**config.mk**
```make
export PLATFORM = sky130hd
export DESIGN_NAME = spi_core
export DESIGN_NICKNAME = d
export VERILOG_FILES = /design/src/verilog/spi_core_pkg.sv /design/src/verilog/spi_core.sv
export VERILOG_INCLUDE_DIRS = /design/src /design/src/verilog
export SDC_FILE = /design/constraint.sdc
export NUM_CORES = 1
export LEC_CHECK = 0
export ABC_AREA = 1
export CORE_MARGIN = 8
export CORE_UTILIZATION = 50
export DETAILED_ROUTE_END_ITERATION = 12
export DONT_BUFFER_PORTS = 1
export MAX_ROUTING_LAYER = met4
export PLACE_DENSITY_LB_ADDON = 0.25
export SYNTH_ARGS = -nofsm -noshare
export SYNTH_HDL_FRONTEND = slang
export SYNTH_SLANG_ARGS = --single-unit
```
**constraint.sdc**
```tcl
create_clock -name MCLK -period 2.3 [get_ports MCLK]
set_input_delay 0.46 -clock MCLK [delete_from_list [all_inputs] [get_ports MCLK]]
set_output_delay 0.46 -clock MCLK [all_outputs]
set_load 0.02 [all_outputs]
```
**src/verilog/spi_core_consts.svh**
```systemverilog
// constants of the serial peripheral core: register map, field positions, reset values, timing
// Function
// (RQ1) transmit holding and shift registers are n bits wide, n from 1 to 16
// (RQ2) receive holding and shift registers are n bits wide, same n
// (RQ3) holding value moves to transmit shift register whenever no shift is running
// (RQ4) finished shift copies receive shift register into receive holding register
// (RQ5) transmit shift register drives mosi as master, miso as slave
// (RQ6) receive shift register loads from miso as master, mosi as slave
// (RQ7) bits shift least or most significant first per build setting
// (RQ8) master or slave role fixed at build time
// (RQ9) master has one active-low select per target, 0 to 15, count fixed at build
// (RQ10) master asserts select of every target named in target-select register
// (RQ11) host names at most one driving target per transfer
// (RQ12) master-mode write to transmit holding register starts a transfer
// (RQ13) full duplex: each active clock edge moves one bit each way
// (RQ14) master divides system clock for serial clock; all logic on system clock
// (RQ15) slave receive logic follows the external serial clock
// (RQ16) slave starts shifting as soon as select input goes low
// (RQ17) slave sends host-written data in the next transfer the master starts
// (RQ18) maskable interrupts for received data and transmit ready
// (RQ19) status register shows transfer progress
// (RQ20) unselected slave drives miso to an undefined level, never high impedance
// (RQ21) single register port with flow-control signals for streaming
// (RQ22) serial clock idles low with polarity 0, high with polarity 1
// (RQ23) phase 0 latches leading edge, phase 1 latches trailing edge
// (RQ24) serial clock is system clock divided by an even divisor
// (RQ25) optional select-to-data delay rounded up to half serial periods
// (RQ26) reset deasserts selects, idles clock, abandons shift, clears pending flags
`ifndef SPI_CORE_CONSTS_SVH
`define SPI_CORE_CONSTS_SVH

`define SPI_ADDR_RXDATA 3'h0
`define SPI_ADDR_TXDATA 3'h1
`define SPI_ADDR_STATUS 3'h2
`define SPI_ADDR_CONTROL 3'h3
`define SPI_ADDR_TARGET 3'h5

`define SPI_ST_ROE 3
`define SPI_ST_TOE 4
`define SPI_ST_TMT 5
`define SPI_ST_TRDY 6
`define SPI_ST_RRDY 7
`define SPI_ST_ERR 8

`define SPI_CONTROL_RESET 16'h0000
`define SPI_TARGET_RESET 16'h0001

`define SPI_SYS_PERIOD_NS 50
`define SPI_CLK_DIV 2
`define SPI_SEL_DELAY_NS 0

`endif

```
**src/verilog/spi_core_pkg.sv**
```systemverilog
// types shared by the serial peripheral core
package spi_core_pkg;
   typedef enum logic [1:0] {M_IDLE, M_LEAD, M_SHIFT, M_TAIL} master_state_e;
endpackage : spi_core_pkg

```
**src/verilog/spi_core.sv**
```systemverilog
// serial peripheral core, master or slave by build parameter, with register port
//
// The implementer's own choices: the address-and-strobe port and the register offsets.
`include "spi_core_consts.svh"
`timescale 1ns/100ps
`default_nettype none
module spi_core
   import spi_core_pkg::*;
#(
   parameter bit MASTER = 1'b1,
   parameter int WIDTH = 8,
   parameter int NUM_TARGETS = 1,
   parameter bit LSB_FIRST = 1'b0,
   parameter bit CPOL = 1'b0,
   parameter bit CPHA = 1'b0,
   parameter int CLK_DIV = `SPI_CLK_DIV,
   parameter int SEL_DELAY_NS = `SPI_SEL_DELAY_NS
) (
   input wire logic MCLK,
   input wire logic SRST,
   input wire logic CE,
   input wire logic [2:0] ADDR,
   input wire logic [15:0] WDATA,
   input wire logic WR,
   input wire logic RD,
   output logic [15:0] RDATA,
   output logic DATA_AVAIL,
   output logic READY_FOR_DATA,
   output logic IRQ,
   output logic SCLK_OUT,
   output logic MOSI_OUT,
   input wire logic MISO_IN,
   output logic [NUM_TARGETS-1:0] PER_TARGET_SELECT_LINE_N,
   input wire logic SCLK_IN,
   input wire logic MOSI_IN,
   input wire logic SEL_N_IN,
   output logic MISO_OUT
);
   // half serial period in system cycles; an odd divisor cannot give a symmetric clock
   localparam int HALF = (CLK_DIV < 2) ? 1 : CLK_DIV / 2; // RQ24
   localparam int HALF_NS = HALF * `SPI_SYS_PERIOD_NS;
   localparam int DELAY_HALVES = (SEL_DELAY_NS + HALF_NS - 1) / HALF_NS; // RQ25
   localparam int EDGES = 2 * WIDTH;
   localparam logic [7:0] HALF_LAST = 8'(HALF - 1);
   localparam logic [5:0] EDGE_LAST = 6'(EDGES - 1);
   localparam logic [7:0] DELAY_LAST = 8'((DELAY_HALVES > 0) ? DELAY_HALVES - 1 : 0);
   localparam logic [4:0] BITS = 5'(WIDTH);

   function automatic logic [WIDTH-1:0] shift_in(input logic [WIDTH-1:0] v, input logic b);
      logic [WIDTH-1:0] r;
      r = LSB_FIRST ? (v >> 1) : (v << 1); // RQ7
      r[LSB_FIRST ? WIDTH-1 : 0] = b;
      return r;
   endfunction : shift_in

   function automatic logic [WIDTH-1:0] shift_out(input logic [WIDTH-1:0] v);
      return LSB_FIRST ? (v >> 1) : (v << 1); // RQ7
   endfunction : shift_out

   // registers
   logic [WIDTH-1:0] tx_hold; // RQ1
   logic [WIDTH-1:0] tx_shift; // RQ1
   logic [WIDTH-1:0] rx_hold; // RQ2
   logic [WIDTH-1:0] rx_shift; // RQ2
   logic tx_pend;
   logic rrdy;
   logic roe;
   logic toe;
   logic [15:0] control;
   logic [NUM_TARGETS-1:0] target_sel;
   logic done;
   logic busy;
   logic load_tx;
   logic shift_edge;
   logic sample_edge;
   logic in_bit;
   logic out_bit;

   // master engine
   master_state_e state;
   logic [7:0] div_cnt;
   logic [5:0] edge_cnt;
   logic [7:0] lead_cnt;
   logic sclk;
   logic half_tick;

   // slave pin synchronisers
   logic sclk_s1, sclk_s2, sclk_s3;
   logic mosi_s1, mosi_s2;
   logic sel_s1, sel_s2;
   logic [4:0] bit_cnt;

   wire logic wr_tx = WR && ADDR == `SPI_ADDR_TXDATA;
   wire logic rd_rx = RD && ADDR == `SPI_ADDR_RXDATA;
   wire logic tmt = !tx_pend && !busy;

   assign out_bit = tx_shift[LSB_FIRST ? 0 : WIDTH-1];
   assign half_tick = div_cnt == HALF_LAST;

   // serial timing, shared by both roles
   always_comb begin
      if (MASTER) begin // RQ8
         in_bit = MISO_IN; // RQ6
         busy = state != M_IDLE;
         load_tx = state == M_IDLE && tx_pend; // RQ3 RQ12
         // even edge index is leading, odd is trailing
         sample_edge = state == M_SHIFT && half_tick && (edge_cnt[0] == CPHA); // RQ23
         shift_edge = state == M_SHIFT && half_tick && (edge_cnt[0] != CPHA) && edge_cnt != 6'h00; // RQ13
         done = state == M_TAIL && half_tick;
      end else begin
         in_bit = mosi_s2; // RQ6
         busy = !sel_s2 && bit_cnt != 5'h00;
         load_tx = !busy && tx_pend; // RQ3 RQ17
         sample_edge = !sel_s2 && sclk_s2 != sclk_s3 && ((sclk_s3 == CPOL) != CPHA); // RQ15 RQ23
         shift_edge = !sel_s2 && sclk_s2 != sclk_s3 && ((sclk_s3 == CPOL) == CPHA) && bit_cnt != 5'h00;
         done = sample_edge && bit_cnt == BITS - 5'h01;
      end
   end

   // two flops on every pin that comes from the external master, three on the serial clock
   always_ff @(posedge MCLK) begin
      if (SRST) begin
         sclk_s1 <= CPOL;
         sclk_s2 <= CPOL;
         sclk_s3 <= CPOL;
         mosi_s1 <= 1'b0;
         mosi_s2 <= 1'b0;
         sel_s1 <= 1'b1;
         sel_s2 <= 1'b1;
      end else if (CE) begin
         sclk_s1 <= SCLK_IN; // RQ15
         sclk_s2 <= sclk_s1;
         sclk_s3 <= sclk_s2;
         mosi_s1 <= MOSI_IN;
         mosi_s2 <= mosi_s1;
         sel_s1 <= SEL_N_IN; // RQ16
         sel_s2 <= sel_s1;
      end
   end

   // slave bit counter; a deselect abandons the word
   always_ff @(posedge MCLK) begin
      if (SRST || MASTER) begin
         bit_cnt <= 5'h00;
      end else if (CE) begin
         if (sel_s2) begin
            bit_cnt <= 5'h00; // RQ16
         end else if (done) begin
            bit_cnt <= 5'h00;
         end else if (sample_edge) begin
            bit_cnt <= bit_cnt + 5'h01;
         end
      end
   end

   // master sequencer and clock divider
   always_ff @(posedge MCLK) begin
      if (SRST || !MASTER) begin
         state <= M_IDLE; // RQ26
         div_cnt <= 8'h00;
         edge_cnt <= 6'h00;
         lead_cnt <= 8'h00;
         sclk <= CPOL; // RQ22 RQ26
      end else if (CE) begin
         div_cnt <= (state == M_IDLE || half_tick) ? 8'h00 : div_cnt + 8'h01;
         case (state)
            M_IDLE: begin
               edge_cnt <= 6'h00;
               lead_cnt <= 8'h00;
               sclk <= CPOL; // RQ22
               if (load_tx) begin
                  state <= (DELAY_HALVES > 0) ? M_LEAD : M_SHIFT; // RQ12 RQ25
               end
            end
            M_LEAD: begin
               if (half_tick) begin
                  lead_cnt <= lead_cnt + 8'h01;
                  if (lead_cnt == DELAY_LAST) begin
                     state <= M_SHIFT; // RQ25
                  end
               end
            end
            M_SHIFT: begin
               if (half_tick) begin
                  sclk <= !sclk; // RQ14
                  edge_cnt <= edge_cnt + 6'h01;
                  if (edge_cnt == EDGE_LAST) begin
                     state <= M_TAIL;
                  end
               end
            end
            M_TAIL: begin
               if (half_tick) begin
                  state <= M_IDLE;
               end
            end
            default: begin
               state <= M_IDLE;
            end
         endcase
      end
   end

   // shift registers
   always_ff @(posedge MCLK) begin
      if (SRST) begin
         tx_shift <= '0; // RQ26
         rx_shift <= '0;
      end else if (CE) begin
         if (load_tx) begin
            tx_shift <= tx_hold; // RQ3
         end else if (shift_edge) begin
            tx_shift <= shift_out(tx_shift); // RQ5 RQ13
         end
         if (sample_edge) begin
            rx_shift <= shift_in(rx_shift, in_bit); // RQ6 RQ13
         end
      end
   end

   // receive holding register; it keeps the old word while the next one shifts in
   always_ff @(posedge MCLK) begin
      if (SRST) begin
         rx_hold <= '0;
      end else if (CE && done) begin
         // slave completion is seen with the last sample still in flight
         rx_hold <= MASTER ? rx_shift : shift_in(rx_shift, in_bit); // RQ4
      end
   end

   // transmit holding register; a write while still full is dropped and flagged
   always_ff @(posedge MCLK) begin
      if (SRST) begin
         tx_hold <= '0;
         tx_pend <= 1'b0; // RQ26
      end else if (CE) begin
         if (wr_tx && !tx_pend) begin
            tx_hold <= WDATA[WIDTH-1:0];
            tx_pend <= 1'b1; // RQ12
         end else if (load_tx) begin
            tx_pend <= 1'b0; // RQ3
         end
      end
   end

   // status flags: a set in the same cycle as a clear wins
   always_ff @(posedge MCLK) begin
      if (SRST) begin
         rrdy <= 1'b0; // RQ26
         roe <= 1'b0;
         toe <= 1'b0;
      end else if (CE) begin
         if (done) begin
            rrdy <= 1'b1; // RQ18 RQ19
         end else if (rd_rx) begin
            rrdy <= 1'b0;
         end
         if (done && rrdy && !rd_rx) begin
            roe <= 1'b1; // RQ19
         end else if (WR && ADDR == `SPI_ADDR_STATUS) begin
            roe <= 1'b0;
         end
         if (wr_tx && tx_pend) begin
            toe <= 1'b1; // RQ19
         end else if (WR && ADDR == `SPI_ADDR_STATUS) begin
            toe <= 1'b0;
         end
      end
   end

   // control and target-select registers
   always_ff @(posedge MCLK) begin
      if (SRST) begin
         control <= `SPI_CONTROL_RESET;
         target_sel <= NUM_TARGETS'(`SPI_TARGET_RESET);
      end else if (CE && WR) begin
         if (ADDR == `SPI_ADDR_CONTROL) begin
            control <= WDATA;
         end
         if (ADDR == `SPI_ADDR_TARGET) begin
            target_sel <= WDATA[NUM_TARGETS-1:0]; // RQ10
         end
      end
   end

   // read data stands for one cycle after the strobe
   always_ff @(posedge MCLK) begin
      if (SRST) begin
         RDATA <= 16'h0000;
      end else if (CE) begin
         RDATA <= 16'h0000;
         if (RD) begin
            case (ADDR)
               `SPI_ADDR_RXDATA: RDATA <= 16'(rx_hold); // RQ21
               `SPI_ADDR_TXDATA: RDATA <= 16'(tx_hold);
               `SPI_ADDR_STATUS: begin
                  RDATA[`SPI_ST_ROE] <= roe;
                  RDATA[`SPI_ST_TOE] <= toe;
                  RDATA[`SPI_ST_TMT] <= tmt; // RQ19
                  RDATA[`SPI_ST_TRDY] <= !tx_pend;
                  RDATA[`SPI_ST_RRDY] <= rrdy;
                  RDATA[`SPI_ST_ERR] <= roe || toe;
               end
               `SPI_ADDR_CONTROL: RDATA <= control;
               `SPI_ADDR_TARGET: RDATA <= 16'(target_sel);
               default: RDATA <= 16'h0000;
            endcase
         end
      end
   end

   // flow control and interrupt come straight from the flags
   assign DATA_AVAIL = rrdy; // RQ21
   assign READY_FOR_DATA = !tx_pend; // RQ21
   assign IRQ = (control[`SPI_ST_ROE] && roe) || (control[`SPI_ST_TOE] && toe) ||
                (control[`SPI_ST_TRDY] && !tx_pend) || (control[`SPI_ST_RRDY] && rrdy) ||
                (control[`SPI_ST_ERR] && (roe || toe)); // RQ18

   // pins; the unused role's outputs rest at idle
   assign SCLK_OUT = MASTER ? sclk : CPOL; // RQ14 RQ22
   assign MOSI_OUT = MASTER ? out_bit : 1'b0; // RQ5
   // unselected slave keeps driving whatever bit sits at the shifter end
   assign MISO_OUT = MASTER ? 1'b0 : out_bit; // RQ5 RQ20
   // host keeps one driving target per transfer; this core does not check it
   assign PER_TARGET_SELECT_LINE_N = (MASTER && busy) ? ~target_sel : '1; // RQ9 RQ10 RQ11
endmodule : spi_core
`default_nettype wire

```
After elaboration in Yosys (flattened, before gate mapping)
Index checks and enable logic that the tools add are counted.
- bitwise operators: 2
- reduce and logical (&&, ||, !) cells: 56
- add/subtract/negate cells: 3
- eq/ne operators: 14
- multiplexer cells: 28
- operators with widths (cell ; count):
    2-to-1 mux 8 bit ; 4
    case mux 6 bit (4 select lines) ; 1
    logical AND 1 bit ; 21
    AND reduction 2 bit ; 9
    adder 8 x 1 -> 8 bit (second input constant) ; 2
    zero test 8 bit ; 2
    2-to-1 mux 16 bit ; 1
    case mux 8 bit (2 select lines) ; 1
    nonzero test 2 bit ; 8
    2-to-1 mux 2 bit ; 6
    case mux 3 bit (4 select lines) ; 1
    case mux 6 bit (2 select lines) ; 1
    inequality test 2 bit (second input constant) ; 5
    2-to-1 mux 1 bit ; 9
    case mux 2 bit (4 select lines) ; 1
    2-to-1 mux 7 bit ; 1
    AND reduction 7 bit ; 1
    adder 6 x 1 -> 6 bit (second input constant) ; 1
    == test 3 x 2 -> 1 bit (second input constant) ; 2
    == test 6 x 4 -> 1 bit (second input constant) ; 1
    logical OR 1 bit ; 6
    2-to-1 mux 6 bit ; 1
    AND reduction 3 bit ; 2
    nonzero test 6 bit ; 1
    other kinds (10) ; 15
- output and inout port bits: 23
- register bits: 94
- logic and storage cells: 119
- bits of input ports: 28

Logic depth before layout (Yosys ltp)
- depth after elaboration: 6
- depth in mapped cells: 10
- gate-level depth less buffers: 10

Least setup slack after synthesis
Ideal clock, no wire load.
- kind: input -> register
- start: in ADDR[0]
- end: reg rrdy (netlist: DATA_AVAIL)
- setup slack: 0.898 ns
- data required time: 2.166 ns
- library setup time: 0.134 ns
- buffers on the path: 1
- cell stages on the path: 5
- data arrival time: 1.268 ns
- path through: buf_6 > nor3_2 > nand2_1 > o21ai_0 > a21oi_1
- longest elaborated chain between the ends: 4
- ends and longest elaborated chain (element ; line ; text):
    start: declaration ; spi_core.sv:22 ; input wire logic [2:0] ADDR,
    zero test 3 bit ; - ;
    logical AND 1 bit (no line) ; - ;
    nonzero test 2 bit (no line) ; - ;
    AND reduction 2 bit (no line) ; - ;
    end signal: assignment ; spi_core.sv:249 ; rrdy <= 1'b0;
    end signal: assignment ; spi_core.sv:254 ; rrdy <= 1'b1;
    end signal: assignment ; spi_core.sv:256 ; rrdy <= 1'b0;
    end: declaration ; spi_core.sv:66 ; logic rrdy;
Every way passes these cells.
A chain may end at the register's enable or synchronous reset.

Worst setup path after layout
- start: reg tx_pend
- end: out IRQ
- longest elaborated chain between the ends: 5
- ends and longest elaborated chain (element ; line ; text):
    start: declaration ; spi_core.sv:65 ; logic tx_pend;
    start signal: assignment ; spi_core.sv:235 ; tx_pend <= 1'b0;
    start signal: assignment ; spi_core.sv:239 ; tx_pend <= 1'b1;
    start signal: assignment ; spi_core.sv:241 ; tx_pend <= 1'b0;
    zero test 1 bit ; spi_core.sv:316 ; (control[`SPI_ST_TRDY] && !tx_pend) || (control[`SPI_ST_RRDY] && rrdy) ||
    logical AND 1 bit ; spi_core.sv:316 ;
    logical OR 1 bit (3 in series) ; spi_core.sv:315 ; assign IRQ = (control[`SPI_ST_ROE] && roe) || (control[`SPI_ST_TOE] && toe) ||
    end: declaration ; spi_core.sv:29 ; output logic IRQ,
Every way passes these cells.

==> results.sh <==
export IMPL_avgSynthCellArea_um2=7.22
export IMPL_drv_cap=0
export IMPL_clock_root_buffer="clkbuf_8"
export IMPL_critPathLaunchType="flip-flop"
export IMPL_synth_edf_count=0
export IMPL_clock_skew_ns=0.0127
export IMPL_grt_pass1_wl_mm=16.7
export IMPL_fin_cells=703
export IMPL_p_clk_share_pct=38.4
export IMPL_slew_headroom_pct=53.1
export IMPL_yosys_cell_count_top_type="nand2_1"
export IMPL_route_detailed_drc=0
export IMPL_drtIter0Drc=185
export IMPL_first_pass_iters=5
export IMPL_power_density_nw_per_um2=665
export IMPL_drive_gt1_share_pct=10.1
export IMPL_synth_area_um2=4310
export IMPL_reg2reg_slack_ns=0.62
export IMPL_cts_tree="yes"
export IMPL_final_nets=624
export IMPL_fin_area_um2=4540
export IMPL_track_usage_pct=18.2
export IMPL_multi_input_area_um2=2040
export IMPL_ctsResizeCount=0
export IMPL_synth_area_leaders="dfxtp_1, nand2_1, a21oi_1"
export IMPL_synth_top_cell_area_share_pct=43.7
export IMPL_drv_slew=0
export IMPL_cts_buffers=9
export IMPL_leakage_nw=1.71
export IMPL_clockBufferDepth=2
export IMPL_seqPwrFrac_pct=55.4
export IMPL_wirelength_mm=10.2
export IMPL_final_setup_tns_ns=0
export IMPL_n_antenna_cell=0
export IMPL_synthArstFlopShare_pct=0
export IMPL_hp_class="in2reg"
export IMPL_ys_ff_latch=94
export IMPL_vias=3769
export IMPL_criticalPathCategory="reg2out"
export IMPL_ys_seq_area_share_pct=43.7
export IMPL_syn_num_nets=631
export IMPL_place_gp_congestion=0.872
export IMPL_endpoint_kind="primary output"
export IMPL_synth_common_cells="nand2_1, dfxtp_1, nor2_1"
export IMPL_cp_required_ns=1.84
export IMPL_start_util_pct=50.4
export IMPL_clock_sinks=94
export IMPL_finalHoldViolations=0
export IMPL_ys_types=34
export IMPL_hpwl_mm=7.43
export IMPL_rows=34
export IMPL_peakVddDrop_v=0.000465
export IMPL_dp_cells=687
export IMPL_die_w_um=109
export IMPL_clkSlewWorstSetupHoldPaths_ns=0.10
export IMPL_tightest_slew_ns=0.697
export IMPL_cts_hold_buf=0
export IMPL_rsz0062_at_grt="false"
export IMPL_p_int_mw=2.25
export IMPL_swShare_pct=25.3
export IMPL_share_comb_of_total_power_pct=6.2
export IMPL_setup_violations_final=0
export IMPL_chipHeight_um=109
export IMPL_crit_fanout=6
export IMPL_areaGrowthSynthToFinish_pct=5.26
export IMPL_grt_pass1_vias=3525
export IMPL_power_mw=3.02
export IMPL_dpl_cell_area_um2=4320
export IMPL_max_freq_mhz=535
export IMPL_synth_cells=597
export IMPL_routedWlPerCell_um=14.4
export IMPL_htree_levels=3
export IMPL_post_route_period_util_pct=81.3
export IMPL_io_pins=51
export IMPL_power_switching_mw=0.764
export IMPL_hold_ws_ns=0.154
export IMPL_seq_area_um2=1880
export IMPL_synth_top_area_cell="dfxtp_1"
export IMPL_viasPerCell=5.36
export IMPL_ant_nets=0
export IMPL_fill_cells=865
export IMPL_synth_ff_type="dfxtp_1"
export IMPL_coreArea_um2=8550
export IMPL_cp_arrival_ns=1.41
export IMPL_status="finished clean"
export IMPL_die_area_um2=11800
export IMPL_yosys_warnings=0
export IMPL_port_buffers=0
export IMPL_grt_start_max_net_pins=35
export IMPL_grt_overflow=0
export IMPL_clock_latency_ns=0.36
export IMPL_antenna_found_initial=0
export IMPL_cts_setup_buffers=0
export IMPL_period_needed_ns=1.87
[flip-flops by register name, indices dropped and copies added (netlist names)]
register / flops
tx_pend: 1
rx_shift: 8
tx_shift: 8
SCLK_OUT: 1
lead_cnt: 8
rx_hold: 8
RDATA: 16
edge_cnt: 6
DATA_AVAIL: 1
target_sel: 1
tx_hold: 8
roe: 1
control: 16
toe: 1
state: 2
div_cnt: 8
[critical path, stage by stage (launching register included)]
cell	delay, ns
dfxtp_1	0.49
o211ai_1	0.16
a21oi_1	0.12
o21ai_0	0.28
[stage by stage]
| step | setup slack, ns | utilization (%) |
|---|---|---|
| after floorplan | 0.898 | - |
| after global placement | 0.678 | 50.6 |
| after detailed placement | 0.662 | 50.6 |
| after CTS | 0.431 | 53.0 |
| after global routing | 0.317 | 53.0 |
| final | 0.431 | 53.0 |
[layer usage]
| metal | wire length [um] | vias to the layer above | global-route usage (%) |
|---|---|---|---|
| li1 | - | 1929 | - |
| met1 | 4450 | 1738 | 20.9 |
| met2 | 4960 | 86 | 30.0 |
| met3 | 583 | 16 | 5.14 |
| met4 | 161 | 0 | 6.06 |
| met5 | 0 | - | - |
[worst paths after layout]
check / from / end / cells past startpoint
worst min-delay path: SRST / roe / 1
worst max-delay path: tx_pend / IRQ / 3
worst max register to register: div_cnt[0] / rx_hold[2] / 8
worst min register to register: control[1] / control[1] / 2
[final cells by class]
class	instances	area share [%]
clock buffer	10	3.03
clock inverter	6	1.63
inverter	66	5.46
multi-input combinational	416	44.9
sequential	94	41.5
tap	108	2.98
timing repair buffer	3	0.497
[power by group through the flow]
stage	clock network [mW]	registers [mW]	logic, mW
6_report	1.16	1.67	0.187
5_1_grt	1.25	1.68	0.212
4_1_cts	1.18	1.67	0.186
3_5_place_dp	0	1.71	0.185
3_3_place_gp	0	1.71	0.182
2_1_floorplan	0	1.70	0.165
[cell usage in the layout (no fill, tap or decap), types with 7 or more instances in the layout]
master and count:
o21ai_0 65, dfxtp_1 94, nor2_2 7, nand4_1 8, clkbuf_8 10, a21oi_1 69
nand3_1 23, o21ai_1 11, inv_2 14, nor2_1 72, inv_1 51, nand2_1 116
[logic make-up after synthesis]
kind of cell / Yosys count / share of synthesized area [%]
AO/OA/AOI/OAI: 156 / 18.7
adder cells (fa/ha/maj): 6 / 1.74
buffers and inverters: 87 / 9.06
AND/OR/NAND/NOR: 249 / 25.9
other: 1 / 0.0870
XOR/XNOR: 4 / 0.813
flip-flops: 94 / 43.7
(Power assumes the default switching activity.)
